**src/include/cpu_ctrl_defs.svh**
```systemverilog
// offsets, field positions, reset values and counts for the core control registers
`ifndef CPU_CTRL_DEFS_SVH
`define CPU_CTRL_DEFS_SVH

// printed offsets are not all multiples of four: these are indices, byte address = 4 * index
`define GUARD_IDX        6'h04
`define STACK_LOW_IDX    6'h0D
`define STACK_HIGH_IDX   6'h0E
`define FLAGS_IDX        6'h0F
`define CORE_EVENT_IDX   6'h10
`define WINDOW_STAT_IDX  6'h11

`define KEY_SELF_PROG    8'h9D
`define KEY_IO_UNLOCK    8'hD8

`define GUARD_RESET      8'h00
`define FLAGS_RESET      8'h00

`define FLAG_IE          7
`define FLAG_TBIT        6
`define FLAG_HALF        5
`define FLAG_SIGN        4
`define FLAG_OVF         3
`define FLAG_NEG         2
`define FLAG_ZERO        1
`define FLAG_CARRY       0

`define GUARD_IO_BIT     0
`define GUARD_SPM_BIT    1

`define WINDOW_INSNS     3'd4
`define STACK_BITS       12
`define STACK_TOP        12'hFFF

`endif

```
**src/include/cpu_ctrl_pkg.sv**
```systemverilog
// types for the core control registers
package cpu_ctrl_pkg;
    typedef enum logic [1:0] {
        guard_closed,
        guard_io_open,
        guard_spm_open
    } guard_state_e;

    typedef enum logic [1:0] {
        bus_idle,
        bus_wait,
        bus_done
    } bus_state_e;
endpackage

```
**src/core/cpu_control_registers.sv**
```systemverilog
// core control registers: change guard, stack pointer and flag register on avalon-mm
`include "cpu_ctrl_defs.svh"

// Notes on behaviour
// guard accepts 0x9D for self-programming and 0xD8 for I/O unlock; others ignored
// a valid key opens a window lasting the next four executed instructions
// no interrupt serviced while the guard window is open; pending ones follow
// guard bit 0 reads one while the I/O unlock window is open
// guard bit 1 reads one while the self-programming window is open
// guard bits 7 to 2 always read zero
// reset loads the stack pointer with the top of internal RAM
// stack pointer keeps only implemented bits; the rest read zero
// stack low byte at base offset, high byte at base plus one
// low byte write masks interrupts four instructions or until next I/O write
// flag bit 7 is global interrupt enable; zero blocks every interrupt
// taking an interrupt never clears the global interrupt enable
// irq_on_op sets and irq_off_op clears the global interrupt enable
// a bus write changing the enable bit costs one extra wait cycle
// flag bit 6 is the transfer bit for bit_save_op and bit_restore_op
// flag bit 4 always equals negative xor overflow
// half carry 5, overflow 3, negative 2, zero 1, carry 0
// software writes low byte first; it waits in a temporary until the high byte
// requests during the guard window stay pending until it ends
// one protected access closes the window; another needs the key again
module cpu_control_registers
    import cpu_ctrl_pkg::*;
(
    input  wire logic        sys_clk,
    input  wire logic        rst,
    input  wire logic [7:0]  avs_address,
    input  wire logic        avs_read,
    input  wire logic        avs_write,
    input  wire logic [31:0] avs_writedata,
    input  wire logic [3:0]  avs_byteenable,
    output logic      [31:0] avs_readdata,
    output logic             avs_waitrequest,
    input  wire logic        insn_retired,
    input  wire logic        protected_access,
    input  wire logic        io_mem_write,
    input  wire logic        irq_on_op,
    input  wire logic        irq_off_op,
    input  wire logic        bit_save_op,
    input  wire logic        bit_save_value,
    input  wire logic        alu_flags_valid,
    input  wire logic [4:0]  alu_flags,
    input  wire logic        irq_pending,
    output logic             irq_allowed,
    output logic             io_unlock_key,
    output logic             self_program_key,
    output logic             bit_restore_op,
    output logic [15:0]      stack_top_pointer
);

    // control state
    guard_state_e             guard_state;
    guard_state_e             next_guard_state;
    bus_state_e               bus_state;
    bus_state_e               next_bus_state;
    logic [2:0]               guard_left;
    logic [2:0]               next_guard_left;
    logic [2:0]               sp_mask_left;
    logic [2:0]               next_sp_mask_left;
    logic [7:0]               stack_low_byte;
    logic [7:0]               flags;
    logic [7:0]               next_flags;
    logic [7:0]               event_count;
    logic [7:0]               next_event_count;

    // bus decode
    logic [5:0]               word_idx;
    logic                     access;
    logic                     write_ok;
    logic                     guard_wr;
    logic                     low_wr;
    logic                     high_wr;
    logic                     flags_wr;
    logic [7:0]               wr_byte;
    logic                     ie_change;
    logic                     next_waitrequest;
    logic [7:0]               guard_read;
    logic [31:0]              read_word;

    // interrupt gate terms
    logic                     guard_quiet;
    logic                     stack_quiet;
    logic                     next_irq_allowed;

    function automatic logic [7:0] with_sign(input logic [7:0] f);
        logic [7:0] r;
        r = f;
        r[`FLAG_SIGN] = f[`FLAG_NEG] ^ f[`FLAG_OVF];
        return r;
    endfunction

    // byte lane 0 carries every register here, so the index alone selects
    function automatic logic idx_hit(input logic [5:0] idx, input logic [5:0] target);
        return idx == target;
    endfunction

    function automatic logic [31:0] byte_word(input logic [7:0] b);
        return {24'h000000, b};
    endfunction

    // any value other than the two keys maps to closed and opens nothing
    function automatic guard_state_e key_window(input logic [7:0] b);
        guard_state_e s;
        s = guard_closed;
        if (b == `KEY_IO_UNLOCK) begin
            s = guard_io_open;
        end else if (b == `KEY_SELF_PROG) begin
            s = guard_spm_open;
        end
        return s;
    endfunction

    // shared by both instruction windows; saturates at zero
    function automatic logic [2:0] tick_down(input logic [2:0] cnt, input logic step);
        logic [2:0] r;
        r = cnt;
        if (step && cnt != 3'd0) begin
            r = cnt - 3'd1;
        end
        return r;
    endfunction

    function automatic logic [7:0] apply_alu(input logic [7:0] f, input logic [4:0] a);
        logic [7:0] r;
        r = f;
        r[`FLAG_HALF]  = a[4];
        r[`FLAG_OVF]   = a[3];
        r[`FLAG_NEG]   = a[2];
        r[`FLAG_ZERO]  = a[1];
        r[`FLAG_CARRY] = a[0];
        return r;
    endfunction

    assign word_idx  = avs_address[7:2];
    assign access    = avs_read | avs_write;
    assign wr_byte   = avs_writedata[7:0];
    // register effects happen at the edge where waitrequest is sampled low
    assign write_ok  = avs_write & avs_byteenable[0] & (bus_state == bus_done);
    assign guard_wr  = write_ok & idx_hit(word_idx, `GUARD_IDX);
    assign low_wr    = write_ok & idx_hit(word_idx, `STACK_LOW_IDX);
    assign high_wr   = write_ok & idx_hit(word_idx, `STACK_HIGH_IDX);
    assign flags_wr  = write_ok & idx_hit(word_idx, `FLAGS_IDX);
    assign ie_change = avs_write & avs_byteenable[0] & idx_hit(word_idx, `FLAGS_IDX)
                     & (wr_byte[`FLAG_IE] != flags[`FLAG_IE]);

    // bus handshake: one wait cycle normally, two when the enable bit changes
    always_comb begin
        next_bus_state = bus_state;
        unique case (bus_state)
            bus_idle: begin
                if (access) begin
                    next_bus_state = ie_change ? bus_wait : bus_done;
                end
            end
            bus_wait: begin
                next_bus_state = bus_done;
            end
            bus_done: begin
                next_bus_state = bus_idle;
            end
            default: begin
                next_bus_state = bus_idle;
            end
        endcase
    end

    always_comb begin
        next_waitrequest = 1'b1;
        if (access && bus_state == bus_idle && !ie_change) begin
            next_waitrequest = 1'b0;
        end
        if (access && bus_state == bus_wait) begin
            next_waitrequest = 1'b0;
        end
    end

    always_ff @(posedge sys_clk) begin
        if (rst) begin
            bus_state       <= bus_idle;
            avs_waitrequest <= 1'b1;
        end else begin
            bus_state       <= next_bus_state;
            avs_waitrequest <= next_waitrequest;
        end
    end

    always_comb begin
        guard_read = 8'h00;
        guard_read[`GUARD_IO_BIT]  = (guard_state == guard_io_open);
        guard_read[`GUARD_SPM_BIT] = (guard_state == guard_spm_open);
    end

    // unmapped indices read zero rather than aliasing a neighbour
    always_comb begin
        unique case (word_idx)
            `GUARD_IDX:       read_word = byte_word(guard_read);
            `STACK_LOW_IDX:   read_word = byte_word(stack_top_pointer[7:0]);
            `STACK_HIGH_IDX:  read_word = byte_word(stack_top_pointer[15:8]);
            `FLAGS_IDX:       read_word = byte_word(flags);
            `CORE_EVENT_IDX:  read_word = byte_word(event_count);
            `WINDOW_STAT_IDX: read_word = {29'h0000000, sp_mask_left};
            default:          read_word = 32'h0000_0000;
        endcase
    end

    // captured while the request waits, so it already stands when waitrequest drops
    always_ff @(posedge sys_clk) begin
        if (rst) begin
            avs_readdata <= 32'h0000_0000;
        end else if (avs_read && bus_state != bus_done) begin
            avs_readdata <= read_word;
        end
    end

    // guard window: counts retired instructions; a protected access ends it early
    always_comb begin
        next_guard_state = guard_state;
        next_guard_left  = guard_left;
        if (guard_wr && key_window(wr_byte) != guard_closed) begin
            next_guard_state = key_window(wr_byte);
            next_guard_left  = `WINDOW_INSNS;
        end else if (guard_state != guard_closed) begin
            if (protected_access || (insn_retired && guard_left == 3'd1)) begin
                next_guard_state = guard_closed;
                next_guard_left  = 3'd0;
            end else begin
                next_guard_left = tick_down(guard_left, insn_retired);
            end
        end
    end

    always_ff @(posedge sys_clk) begin
        if (rst) begin
            guard_state <= guard_closed;
            guard_left  <= 3'd0;
        end else begin
            guard_state <= next_guard_state;
            guard_left  <= next_guard_left;
        end
    end

    // low byte write masks interrupts; a later I/O write cuts it short
    always_comb begin
        next_sp_mask_left = tick_down(sp_mask_left, insn_retired);
        if (io_mem_write) begin
            next_sp_mask_left = 3'd0;
        end
        if (low_wr) begin
            next_sp_mask_left = `WINDOW_INSNS;
        end
    end

    always_ff @(posedge sys_clk) begin
        if (rst) begin
            sp_mask_left <= 3'd0;
        end else begin
            sp_mask_left <= next_sp_mask_left;
        end
    end

    // low byte waits in a temporary so both halves land together
    always_ff @(posedge sys_clk) begin
        if (rst) begin
            stack_low_byte <= 8'h00;
        end else if (low_wr) begin
            stack_low_byte <= wr_byte;
        end
    end

    // unimplemented upper bits are never stored, so they cannot read back as one
    always_ff @(posedge sys_clk) begin
        if (rst) begin
            stack_top_pointer <= {{(16-`STACK_BITS){1'b0}}, `STACK_TOP};
        end else if (high_wr) begin
            stack_top_pointer <= {{(16-`STACK_BITS){1'b0}}, wr_byte[`STACK_BITS-9:0], stack_low_byte};
        end
    end

    // flags: bus write, then core events; sign recomputed from the result
    always_comb begin
        next_flags = flags;
        if (flags_wr) begin
            next_flags = wr_byte;
        end
        if (alu_flags_valid) begin
            next_flags = apply_alu(next_flags, alu_flags);
        end
        if (bit_save_op) begin
            next_flags[`FLAG_TBIT] = bit_save_value;
        end
        if (irq_on_op) begin
            next_flags[`FLAG_IE] = 1'b1;
        end else if (irq_off_op) begin
            next_flags[`FLAG_IE] = 1'b0;
        end
        next_flags = with_sign(next_flags);
    end

    // enable bit is only changed above; interrupt entry never touches it
    always_ff @(posedge sys_clk) begin
        if (rst) begin
            flags <= `FLAGS_RESET;
        end else begin
            flags <= next_flags;
        end
    end

    always_ff @(posedge sys_clk) begin
        if (rst) begin
            bit_restore_op <= 1'b0;
        end else begin
            bit_restore_op <= next_flags[`FLAG_TBIT];
        end
    end

    // pending requests simply wait in the interrupt controller until the gate reopens
    assign guard_quiet = (guard_state == guard_closed);
    // the write edge itself is masked too, before the counter has loaded
    assign stack_quiet = (sp_mask_left == 3'd0) & !low_wr;
    assign next_irq_allowed = next_flags[`FLAG_IE] & guard_quiet & stack_quiet;

    always_ff @(posedge sys_clk) begin
        if (rst) begin
            irq_allowed <= 1'b0;
        end else begin
            irq_allowed <= next_irq_allowed;
        end
    end

    always_ff @(posedge sys_clk) begin
        if (rst) begin
            io_unlock_key    <= 1'b0;
            self_program_key <= 1'b0;
        end else begin
            io_unlock_key    <= (guard_state == guard_io_open);
            self_program_key <= (guard_state == guard_spm_open);
        end
    end

    // counts cycles in which a request waited behind the guard window, saturating
    always_comb begin
        next_event_count = event_count;
        if (irq_pending && !guard_quiet && event_count != 8'hFF) begin
            next_event_count = event_count + 8'h01;
        end
    end

    always_ff @(posedge sys_clk) begin
        if (rst) begin
            event_count <= 8'h00;
        end else begin
            event_count <= next_event_count;
        end
    end

endmodule

```
**config.mk**
```make
export PLATFORM = sky130hd
export DESIGN_NAME = cpu_control_registers
export DESIGN_NICKNAME = d
export VERILOG_FILES = /design/src/include/cpu_ctrl_pkg.sv /design/src/core/cpu_control_registers.sv
export VERILOG_INCLUDE_DIRS = /design/src /design/src/include
export SDC_FILE = /design/constraint.sdc
export NUM_CORES = 1
export LEC_CHECK = 0
export ABC_AREA = 1
export BUFFER_PORTS_ARGS = -buffer_cell sky130_fd_sc_hd__clkbuf_2
export CORE_MARGIN = 10
export CORE_UTILIZATION = 45
export DETAILED_ROUTE_END_ITERATION = 8
export HOLD_SLACK_MARGIN = 0.03
export PLACE_DENSITY = 0.77
export SYNTH_ARGS = -nofsm -noshare
export SYNTH_HDL_FRONTEND = slang
export SYNTH_SLANG_ARGS = --single-unit
```
**constraint.sdc**
```tcl
create_clock -name sys_clk -period 1.4 [get_ports sys_clk]
set_input_delay 0.07 -clock sys_clk [delete_from_list [all_inputs] [get_ports sys_clk]]
set_output_delay 0.07 -clock sys_clk [all_outputs]
set_load 0.005 [all_outputs]
```
==> flow_summary_export.csv, run 1 <==
group,metric,value,unit
global_routing,via_count_of_the_first_global_routing_pass,2940,
global_routing,grt_antenna_before_repair,0,
logic_synthesis,yosys_warnings,0,
timing,setup_repair_after_global_routing_missed_its_margin,"true",
logic_synthesis,yosys.area_share.adder,2.42,%
timing,slew_viol_final,0,
routing,drtAntennaViolNets,0,
job,count_of_maximum_capacitance_violations,0,
setup_path,cp-end-kind,"register",
global_routing,overflow,0,
power,switchingPower,0.869,mW
clock_tree,clk_transition_reported_paths,0.06,ns
logic_synthesis,netlist_instances,436,
logic_synthesis,netlist.top_cell.by_area,"sky130_fd_sc_hd__dfxtp_1",
clock_tree,clock_tree.buffer_depth,2,
finish,fill_cells,656,
floorplanning,die-height,103,um
power,static_leakage,1.80,nW
clock_tree,cts-root-buf,"sky130_fd_sc_hd__clkbuf_8",
power,switching_share,25.9,%
power,worst_ir_drop_vdd,0.475,mV
setup_path,worst_r2r_startpoint,"event_count[1]",
hold_path,timing.hold.worst_path_depth,4,
logic_synthesis,synth-compound-area-share,13.7,%
logic_synthesis,synthDistinctLibCells,39,
finish,area_delta_synth_final,24.4,%
setup_path,r2r_cells,8,
routing,vias_per_cell,5.24,
global_routing,wire_length_of_the_first_global_routing_pass,13.6,mm
power,power.clock.fraction,38.9,%
power,share_comb_of_total_power,10.5,%
hold_path,holdCritStartpoint,"irq_on_op",
setup_path,critical_path_peak_fanout,5,
logic_synthesis,synth.area.mux_share,0,%
routing,detail_route.drc_violations,0,
logic_synthesis,synth-seq-area-share,37.4,%
logic_synthesis,ys_seq_elements,58,
logic_synthesis,synth_area_per_cell,7.13,um2
routing,detail_route.wl_per_cell,14.7,um
clock_tree,cts_tree,"done",
power,pwr-share-seq,50.6,%
logic_synthesis,synth_top_family_by_area,"simple AND/OR/NAND/NOR gates",
outcome,status,"finished, final reports clean",
timing,timing.fmax,728,MHz
setup_path,worst_ep_arrival_time,1.60,ns
power,cell_internal_pwr,2.49,mW
floorplanning,die_width,103,um
timing,hold_violation_total_from_the_final_report,0,
logic_synthesis,top_cells_by_area_in_the_synthesized_netlist,"sky130_fd_sc_hd__dfxtp_1 37%, sky130_fd_sc_hd__nand2_1 13%, sky130_fd_sc_hd__buf_4 6.8%, sky130_fd_sc_hd__nand3_1 5.5%, sky130_fd_sc_hd__inv_1 5.3%",
finish,drive_gt1_share,25.1,%
floorplanning,fp-row-count,30,
timing,finalCriticalPeriod,1.37,ns
clock_tree,worst_skew_pair.late_latency,0.35,ns
logic_synthesis,netlist_area,3110,um2
global_routing,largest_net_degree_at_the_start_of_global_routing,32,
clock_tree,numCtsBuffers,9,
clock_tree,ctsHtreeMaxLevel,3,
logic_synthesis,synthDominantCellAreaShare,37.4,%
hold_path,min_to,"flags[7]",
floorplanning,die_area,10600,um2
timing,clock-skew-final,0.00648,ns
floorplanning,initial_core_util,46.0,%
setup_path,timing_worst_setup_path_type,"in -> reg",
floorplanning,num_io_pins,115,
placed_design,detailedPlacementHpwl,6.62,mm
logic_synthesis,area_share_of_and_or_nand_nor_cells_after_synthesis,31.1,%
clock_tree,cts_sinks,58,
routing,drt_first_pass_iters,5,
timing,final_period_utilization,98.1,%
placed_design,io_buffers,57,
power,power_per_cell_area,868,nW/um2
logic_synthesis,synth_xor_area_share,0.845,%
finish,antennaDiodeCount,0,
setup_path,regToRegEndpoint,"event_count[5]",
placed_design,routabilityCongestion,0.860,
routing,num_vias,3190,
global_routing,track_usage,16.5,%
timing,tns,0,ns
setup_path,cp_data_required_time,1.63,ns
setup_path,rrSetupSlack,0.04,ns
hold_path,timing.hold.worst.class,"in -> reg",
floorplanning,design.core.area,6760,um2
routing,drt_iter0_drc,174,
timing,setup_viol,0,
setup_path,worst_setup_path_start_kind,"primary input",
routing,postRouteWirelength,8.94,mm
finish,layout.cells.non_filler,609,
placed_design,dp_cells,575,
finish,final_nets,594,
flip-flops by register name, summed over array words and instances (netlist names):
register and flops:
avs_readdata 8, avs_waitrequest 1, bus_state 2, event_count 8, flags 8, guard_left 3
guard_state 2, io_unlock_key 1, irq_allowed 1, self_program_key 1, sp_mask_left 3, stack_low_byte 8
stack_top_pointer 12
critical path, stage by stage:
cell	delay, ns
sky130_fd_sc_hd__dlygate4sd3_1	0.53
sky130_fd_sc_hd__clkbuf_2	0.14
sky130_fd_sc_hd__or2_2	0.32
sky130_fd_sc_hd__nor2_2	0.11
sky130_fd_sc_hd__nand2_1	0.10
sky130_fd_sc_hd__nand2_1	0.10
sky130_fd_sc_hd__nand2_1	0.09
sky130_fd_sc_hd__nand3_1	0.08
sky130_fd_sc_hd__a21oi_1	0.06
placed cells by master (no fill, tap or decap), types with 13 or more instances in the layout:
master	count
sky130_fd_sc_hd__a21oi_1	28
sky130_fd_sc_hd__dfxtp_1	55
sky130_fd_sc_hd__conb_1	28
sky130_fd_sc_hd__o21ai_0	21
sky130_fd_sc_hd__dlygate4sd3_1	14
sky130_fd_sc_hd__nor2_1	22
sky130_fd_sc_hd__nand2_1	101
sky130_fd_sc_hd__nand3_1	31
sky130_fd_sc_hd__nor3_1	13
sky130_fd_sc_hd__buf_4	14
sky130_fd_sc_hd__clkbuf_2	57
sky130_fd_sc_hd__inv_1	42
cell families (layout without fill, tap and decap cells):
| group | Yosys count | after routing |
|---|---|---|
| other | 1 | 28 |
| buffers and inverters | 87 | 152 |
| flip-flops | 58 | 58 |
| adder cells (fa/ha/maj) | 6 | 6 |
| AO/OA/AOI/OAI | 74 | 74 |
| AND/OR/NAND/NOR | 207 | 208 |
| XOR/XNOR | 3 | 3 |
timing repair:
item / 4_1_cts / 5_1_grt
buffers inserted: 0 / 4
setup endpoints to repair: 0 / 18
hold buffers: 14 / 0
hold endpoints to repair: 18 / 0
resized for setup: 0 / 33
cell type report:
type                            count  area [um2]  share of cell area, %
Sequential cell                    58        1160                   30.1
Clock buffer                       14         153                   3.95
Timing Repair inverter              1        7.51                  0.194
Tap cell                           80         100                   2.59
Timing Repair Buffer               87         553                   14.3
Inverter                           50         193                   4.99
Multi-Input combinational cell    319        1690                   43.8
power groups by stage:
| stage | combinational (mW) | sequential (mW) | clock (mW) |
|---|---|---|---|
| final | 0.353 | 1.70 | 1.31 |
| after global routing | 0.395 | 1.70 | 1.42 |
| after CTS | 0.333 | 1.70 | 1.34 |
| after detailed placement | 0.301 | 1.73 | 0 |
| after global placement | 0.295 | 1.73 | 0 |
| after floorplan | 0.228 | 1.73 | 0 |
metal layers:
layer	routed length, um	GRT usage [%]	vias up	share of wire [%]
li1	-	-	1555	-
met1	3740	19.6	1475	42
met2	4180	26.3	136	47
met3	771	5.23	24	8.6
met4	248	7.91	0	2.8
met5	0	0	-	0
stage by stage:
step                      setup WS (ns)  util, %  total power [mW]  hold WS, ns  instance area [um2]
after floorplan                  0.0153        -              1.96        0.200                 3210
after global placement           0.0957     50.7              2.03        0.301                 3420
after detailed placement         0.0657     50.7              2.03        0.302                 3420
after CTS                        0.0504     55.0              3.37       0.0332                 3720
after global routing            -0.0521     57.2              3.51       0.0658                 3860
final                            0.0270     57.2              3.36       0.0432                 3860
cell usage after synthesis, drive strengths merged:
library cell,count
nand2,114
conb,1
nor4,1
o21ai,25
nand4,9
o21a,1
or2,2
dfxtp,58
o211ai,10
clkinv,2
xnor2,1
xor2,2
clkbuf,6
nor3,15
a31oi,3
inv,48
nor2,30
ha,6
o22ai,1
buf,31
o2111ai,1
o21bai,1
o31ai,1
a21oi,31
nand3,36
worst max path at each step:
stage,start,to,slack (ns)
after floorplan,event_count[0],event_count[0],0.02
after global placement,bus_state[0],irq_allowed,0.1
after detailed placement,event_count[1],event_count[0],0.07
after CTS,bus_state[0],irq_allowed,0.05
after global routing,bus_state[0],flags[4],-0.05
final,avs_writedata[0],guard_state[1],0.03
Note: power is estimated with default switching activity, not from simulation.
==> run 2, diff against run 1 <==
--- a/config.mk
+++ b/config.mk
@@ -13,6 +13,8 @@
 export DETAILED_ROUTE_END_ITERATION = 8
 export HOLD_SLACK_MARGIN = 0.03
 export PLACE_DENSITY = 0.77
+export REMOVE_ABC_BUFFERS = 1
+export SETUP_SLACK_MARGIN = 0.3
 export SYNTH_ARGS = -nofsm -noshare
 export SYNTH_HDL_FRONTEND = slang
 export SYNTH_SLANG_ARGS = --single-unit
==> run 2 against run 1 <==
  * Die area did not move
  * First-iteration DRC count grew 18%
  * Critical path depth fell by 1
  * Largest cell class unchanged
  * Global-route usage is 1.5 points higher
  * Clock skew rose by 0.0014 ns
  * Final area grew 14%
  * Cell count rose by 4.4%
  * Wire length up 11%
  * Core utilization increased by 7.9 points
  * Total power rose by 20%
  * Largest power group is now clock
==> flow_summary_export.csv, run 2 (synthesis results as in run 1) <==
group,metric,value,unit
routing,detail_route.wl_per_cell,15.6,um
power,power_per_cell_area,919,nW/um2
global_routing,grt_antenna_before_repair,0,
floorplanning,num_io_pins,115,
routing,drt_first_pass_iters,5,
placed_design,io_buffers,57,
routing,vias_per_cell,5.23,
setup_path,cpMaxStageDelayCell,"sky130_fd_sc_hd__dfxtp_2",
timing,finalCriticalPeriod,1.40,ns
global_routing,overflow,0,
timing,setup_viol,0,
hold_path,holdCritStartpoint,"alu_flags_valid",
routing,drtAntennaViolNets,0,
setup_path,setup.worst_path.start,"event_count[0]",
placed_design,detailedPlacementHpwl,6.68,mm
hold_path,min_to,"flags[5]",
clock_tree,clk_transition_reported_paths,0.06,ns
global_routing,via_count_of_the_first_global_routing_pass,3179,
finish,most-common-layout-cells,"92 x sky130_fd_sc_hd__nand2_1, 57 x sky130_fd_sc_hd__clkbuf_2, 50 x sky130_fd_sc_hd__dfxtp_1, 37 x sky130_fd_sc_hd__inv_1, 31 x sky130_fd_sc_hd__buf_4",
finish,max_flop_register,"stack_top_pointer",
timing,timing.fmax,716,MHz
clock_tree,cts_tree,"done",
setup_path,regToRegEndpoint,"event_count[6]",
floorplanning,design.core.area,6760,um2
timing,setup_repair_after_global_routing_missed_its_margin,"true",
placed_design,postPlaceCellArea,3440,um2
clock_tree,ctsHtreeMaxLevel,3,
setup_path,rrSetupSlack,0.004,ns
setup_path,worst_r2r_startpoint,"event_count[0]",
routing,num_vias,3326,
job,count_of_maximum_capacitance_violations,0,
clock_tree,numCtsBuffers,9,
timing,clock-skew-final,0.00788,ns
setup_path,cp-end-kind,"register",
power,worst_ir_drop_vdd,0.539,mV
floorplanning,die_area,10600,um2
finish,layout_commonest_cell,"sky130_fd_sc_hd__nand2_1",
global_routing,largest_net_degree_at_the_start_of_global_routing,32,
floorplanning,initial_core_util,46.0,%
finish,drive_gt1_share,37.4,%
clock_tree,cts_sinks,58,
global_routing,grt_busiest_layer,"met2",
setup_path,timing.critical_path.max_delay_family,"simple AND/OR/NAND/NOR gates",
global_routing,globalRouteMet1Util,20.8,%
timing,slew_viol_final,0,
power,static_leakage,1.98,nW
finish,area_delta_synth_final,41.5,%
clock_tree,cts-root-buf,"sky130_fd_sc_hd__clkbuf_8",
placed_design,routabilityCongestion,0.863,
setup_path,critical_path.max_stage_delay,0.35,ns
setup_path,crit_buf_inv,1,
global_routing,global_route.usage.met2,30.8,%
routing,drt_iter0_drc,205,
finish,antennaDiodeCount,0,
timing,fin_ws,0.00382,ns
floorplanning,die-height,103,um
setup_path,timing_worst_setup_path_type,"reg -> reg",
setup_path,cp_data_required_time,1.64,ns
timing,final_period_utilization,99.7,%
clock_tree,clock_tree.buffer_depth,2,
timing,hold_violation_total_from_the_final_report,0,
routing,postRouteWirelength,9.93,mm
setup_path,r2r_cells,8,
finish,final_nets,619,
outcome,status,"finished, final reports clean",
hold_path,timing.hold.worst_path_depth,3,
global_routing,met3_usage,4.42,%
setup_path,worst_setup_path_start_kind,"register",
placed_design,pre_cts_ws,-0.0419,ns
finish,fill_cells,522,
finish,largest_reg_flops,12,
setup_path,worst_ep_arrival_time,1.64,ns
global_routing,wire_length_of_the_first_global_routing_pass,15.0,mm
global_routing,track_usage,18.0,%
clock_tree,worst_skew_pair.late_latency,0.35,ns
routing,detail_route.drc_violations,0,
hold_path,timing.hold.worst.class,"in -> reg",
setup_path,timing.critical_path.cells,"ha_4 -> nand2_2 -> nor3_2 -> nand2_1 -> nand2_4 -> clkinvlp_4 -> nand2_2 -> a21oi_2",
setup_path,critPathMostFrequentCell,"sky130_fd_sc_hd__nand2_2",
floorplanning,fp-row-count,30,
floorplanning,die_width,103,um
finish,postLayoutCellArea,4400,um2
setup_path,critical_path_peak_fanout,6,
-- run 2: tightest hold or removal path: cells and delay by family --
family	cells	cell delay (ns)
buffers and inverters	1	0.12
AOI/OAI and AO/OA	1	0.07
and+or+nand+nor	1	0.06
-- run 2: through the flow --
| stage | hold WS [ns] | setup TNS (ns) | cells | total power, mW | utilization, % |
|---|---|---|---|---|---|
| 2_1_floorplan | 0.139 | 0 | 426 | 1.89 | - |
| 3_3_place_gp | 0.291 | 0 | 577 | 2.03 | 50.9 |
| 3_5_place_dp | 0.309 | -0.0419 | 577 | 2.04 | 50.9 |
| 4_1_cts | 0.0301 | 0 | 623 | 4.03 | 61.5 |
| 5_1_grt | 0.0379 | -0.482 | 636 | 4.18 | 65.1 |
| 6_report | 0.0324 | 0 | 636 | 4.04 | 65.1 |
-- run 2: layout make-up --
cell class,count,area (um2),share of cell area (%)
repair inverters,2,18.8,0.427
inverters,50,215,4.89
repair buffers,112,787,17.9
flip-flops and latches,58,1170,26.7
multi-input cells,318,1850,42.1
clock buffers,11,151,3.44
well taps,80,100,2.28
clock inverters,5,100,2.28
-- run 2: worst max path at each step --
stage,end,slack (ns),cells after the start
2_1_floorplan,event_count[0],0.02,8
3_3_place_gp,irq_allowed,0.006,8
3_5_place_dp,irq_allowed,-0.04,9
4_1_cts,irq_allowed,0.07,9
5_1_grt,event_count[6],-0.08,8
6_report,event_count[6],0.004,8
-- run 2: per-layer routing --
metal  vias to the layer above  wire length, um  part of all wire, %
met5                         -                0                    0
met4                         0              237                  2.4
met3                        22              841                  8.5
met2                       145             4810                   48
met1                      1542             4040                   41
li1                       1617                -                    -
-- run 2: repair_timing --
action,4_1_cts,5_1_grt
hold endpoints to repair,10,2
setup endpoints to repair,51,49
gates cloned,1,1
buffers inserted,15,11
gates resized for setup,70,36
hold buffers,14,1
pin swaps,23,14
-- run 2: power by group --
part	total [mW]	leakage, nW	internal, mW	switching, mW
registers	1.70	0.475	1.68	0.0178
logic	0.396	1.37	0.153	0.243
clock network	1.95	0.129	1.27	0.679
==> run 3, diff against run 2 <==
--- a/config.mk
+++ b/config.mk
@@ -7,7 +7,7 @@
 export NUM_CORES = 1
 export LEC_CHECK = 0
 export ABC_AREA = 1
-export BUFFER_PORTS_ARGS = -buffer_cell sky130_fd_sc_hd__clkbuf_2
+export BUFFER_PORTS_ARGS = -buffer_cell sky130_fd_sc_hd__buf_2
 export CORE_MARGIN = 10
 export CORE_UTILIZATION = 45
 export DETAILED_ROUTE_END_ITERATION = 8
==> run 3 against run 2 <==
  * Critical path type unchanged
  * Die area unchanged
  * Largest power group unchanged
  * Final area decreased by 0.17%
  * Critical endpoint unchanged
  * Wire length decreased by 3.1%
  * Core utilization decreased by 0.11 points
  * Worst setup slack improved by 0.057 ns
  * Maximum frequency increased by 4.3%
  * Sequential power about the same
==> flow_summary_export.csv, run 3 (synthesis results as in run 1) <==
group,metric,value,unit
outcome,status,"finished, final reports clean",
finish,largest_reg_flops,12,
setup_path,worst_r2r_startpoint,"event_count[1]",
placed_design,io_buffers,57,
finish,layout_commonest_cell,"sky130_fd_sc_hd__nand2_1",
clock_tree,cts_sinks,58,
setup_path,critical_path.max_stage_delay,0.35,ns
floorplanning,die_area,10600,um2
setup_path,timing_worst_setup_path_type,"reg -> reg",
timing,slew_viol_final,0,
placed_design,dp_cells,577,
routing,detail_route.wl_per_cell,15.3,um
clock_tree,numCtsBuffers,9,
global_routing,global_route.usage.met2,29.2,%
floorplanning,initial_core_util,46.0,%
placed_design,detailedPlacementHpwl,6.68,mm
setup_path,critPathMostFrequentCell,"sky130_fd_sc_hd__buf_6",
floorplanning,die-height,103,um
power,switchingPower,0.903,mW
timing,hold_violation_total_from_the_final_report,0,
finish,drive_gt1_share,37.6,%
hold_path,holdCritStartpoint,"alu_flags_valid",
finish,max_flop_register,"stack_top_pointer",
finish,layout.cells.non_filler,631,
floorplanning,num_io_pins,115,
job,count_of_maximum_capacitance_violations,0,
finish,most-common-layout-cells,"90 x sky130_fd_sc_hd__nand2_1, 57 x sky130_fd_sc_hd__buf_2, 49 x sky130_fd_sc_hd__dfxtp_1, 37 x sky130_fd_sc_hd__inv_1, 28 x sky130_fd_sc_hd__conb_1",
clock_tree,cts-root-buf,"sky130_fd_sc_hd__clkbuf_8",
routing,drt_iter0_drc,212,
routing,vias_per_cell,5.16,
setup_path,cpMaxStageDelayCell,"sky130_fd_sc_hd__dfxtp_2",
finish,post-route-util,65.0,%
routing,drtAntennaViolNets,0,
setup_path,worst_setup_path_start_kind,"register",
power,worst_ir_drop_vdd,0.613,mV
floorplanning,die_width,103,um
global_routing,met3_usage,5.50,%
global_routing,track_usage,17.7,%
finish,area_delta_synth_final,41.3,%
floorplanning,design.core.area,6760,um2
floorplanning,fp-row-count,30,
finish,fill_cells,556,
setup_path,timing.critical_path.cells,"ha_4 -> nand2_4 -> nor3_4 -> buf_4 -> buf_6 -> buf_6 -> nand3_2 -> nand2_1 -> a21oi_1",
placed_design,routabilityCongestion,0.904,
power,cell_internal_pwr,2.93,mW
setup_path,rrSetupSlack,0.06,ns
power,pwr-share-seq,44.3,%
clock_tree,ctsHtreeMaxLevel,3,
global_routing,grt_antenna_before_repair,0,
routing,detail_route.drc_violations,0,
finish,antennaDiodeCount,0,
setup_path,cp_data_required_time,1.64,ns
setup_path,crit_buf_inv,3,
timing,clock-skew-final,0.00595,ns
global_routing,largest_net_degree_at_the_start_of_global_routing,32,
setup_path,r2r_cells,9,
setup_path,cp-end-kind,"register",
power,power_per_cell_area,872,nW/um2
timing,final_period_utilization,95.7,%
global_routing,wire_length_of_the_first_global_routing_pass,14.8,mm
power,share_comb_of_total_power,10.3,%
placed_design,pre_cts_ws,0.00567,ns
routing,drt_first_pass_iters,5,
global_routing,globalRouteMet1Util,20.0,%
power,static_leakage,1.97,nW
setup_path,critical_path_peak_fanout,2,
finish,final_nets,615,
clock_tree,worst_skew_pair.late_latency,0.34,ns
power,totalPowerFinal,3.83,mW
timing,timing.fmax,747,MHz
hold_path,min_to,"flags[0]",
power,power.clock.fraction,45.4,%
timing,fin_ws,0.0607,ns
setup_path,worst_ep_arrival_time,1.58,ns
clock_tree,clock_tree.buffer_depth,2,
hold_path,timing.hold.worst_path_depth,3,
setup_path,regToRegEndpoint,"event_count[6]",
global_routing,overflow,0,
routing,num_vias,3254,
clock_tree,clk_transition_reported_paths,0.06,ns
routing,postRouteWirelength,9.63,mm
global_routing,grt_busiest_layer,"met2",
timing,setup_repair_after_global_routing_missed_its_margin,"true",
clock_tree,cts_tree,"done",
global_routing,via_count_of_the_first_global_routing_pass,3201,
hold_path,timing.hold.worst.class,"in -> reg",
power,switching_share,23.6,%
timing,hold_ws,0.0383,ns
timing,finalCriticalPeriod,1.34,ns
setup_path,timing.critical_path.max_delay_family,"simple AND/OR/NAND/NOR gates",
timing,setup_viol,0,
==> run 3: cell count changes in the layout (fill, tap and decap cells not counted), sizes merged <==
cell         change
buf             +59
clkbuf          -55
dlygate4sd3      -5
inv              -2
clkinvlp         -1
bufinv           -1
==> run 3: worst max path at each step <==
stage,slack [ns],startpoint,cells past startpoint,to
2_1_floorplan,0.02,event_count[0],8,event_count[0]
3_3_place_gp,0.03,bus_state[0],8,irq_allowed
3_5_place_dp,0.006,bus_state[0],8,flags[7]
4_1_cts,0.11,event_count[0],8,event_count[1]
5_1_grt,-0.05,event_count[1],8,event_count[1]
6_report,0.06,event_count[1],9,event_count[6]
==> run 3: metal layers <==
| layer | share of wire (%) | wire length (um) | vias up |
|---|---|---|---|
| li1 | - | - | 1598 |
| met1 | 40 | 3850 | 1491 |
| met2 | 48 | 4660 | 140 |
| met3 | 8.8 | 846 | 25 |
| met4 | 2.8 | 271 | 0 |
| met5 | 0 | 0 | - |
==> run 3: area by class of cell <==
class	instances	area, um2	area share, %
Inverter	50	240	5.47
Timing Repair inverter	1	8.76	0.199
Multi-Input combinational cell	318	1860	42.4
Sequential cell	58	1170	26.8
Clock inverter	2	60.1	1.37
Clock buffer	13	159	3.62
Tap cell	80	100	2.28
Timing Repair Buffer	109	786	17.9
==> run 3: through the flow <==
stage | cell area, um2 | TNS, ns
after global placement | 3440 | 0
after CTS | 4120 | 0
after detailed placement | 3440 | 0
final | 4390 | 0
after floorplan | 2950 | 0
after global routing | 4390 | -0.146
==> run 3: power by group through the flow <==
stage	sequential (mW)	combinational [mW]	clock, mW
4_1_cts	1.70	0.349	1.74
3_5_place_dp	1.73	0.303	0
3_3_place_gp	1.73	0.295	0
6_report	1.70	0.396	1.74
2_1_floorplan	1.73	0.159	0
5_1_grt	1.70	0.439	1.85
==> run 3: tightest hold or removal path: stages <==
cell and delay [ns]:
sky130_fd_sc_hd__buf_2 0.13, sky130_fd_sc_hd__nand2_1 0.06, sky130_fd_sc_hd__a31oi_1 0.07
==> run 3: timing repair <==
| action | 4_1_cts | 5_1_grt |
|---|---|---|
| cloned | 2 | 0 |
| pin swaps | 27 | 22 |
| buffers inserted | 14 | 13 |
| hold endpoints to repair | 8 | 1 |
| endpoints found under the setup margin | 51 | 49 |
| hold buffers | 9 | 1 |
| gates resized for setup | 76 | 46 |
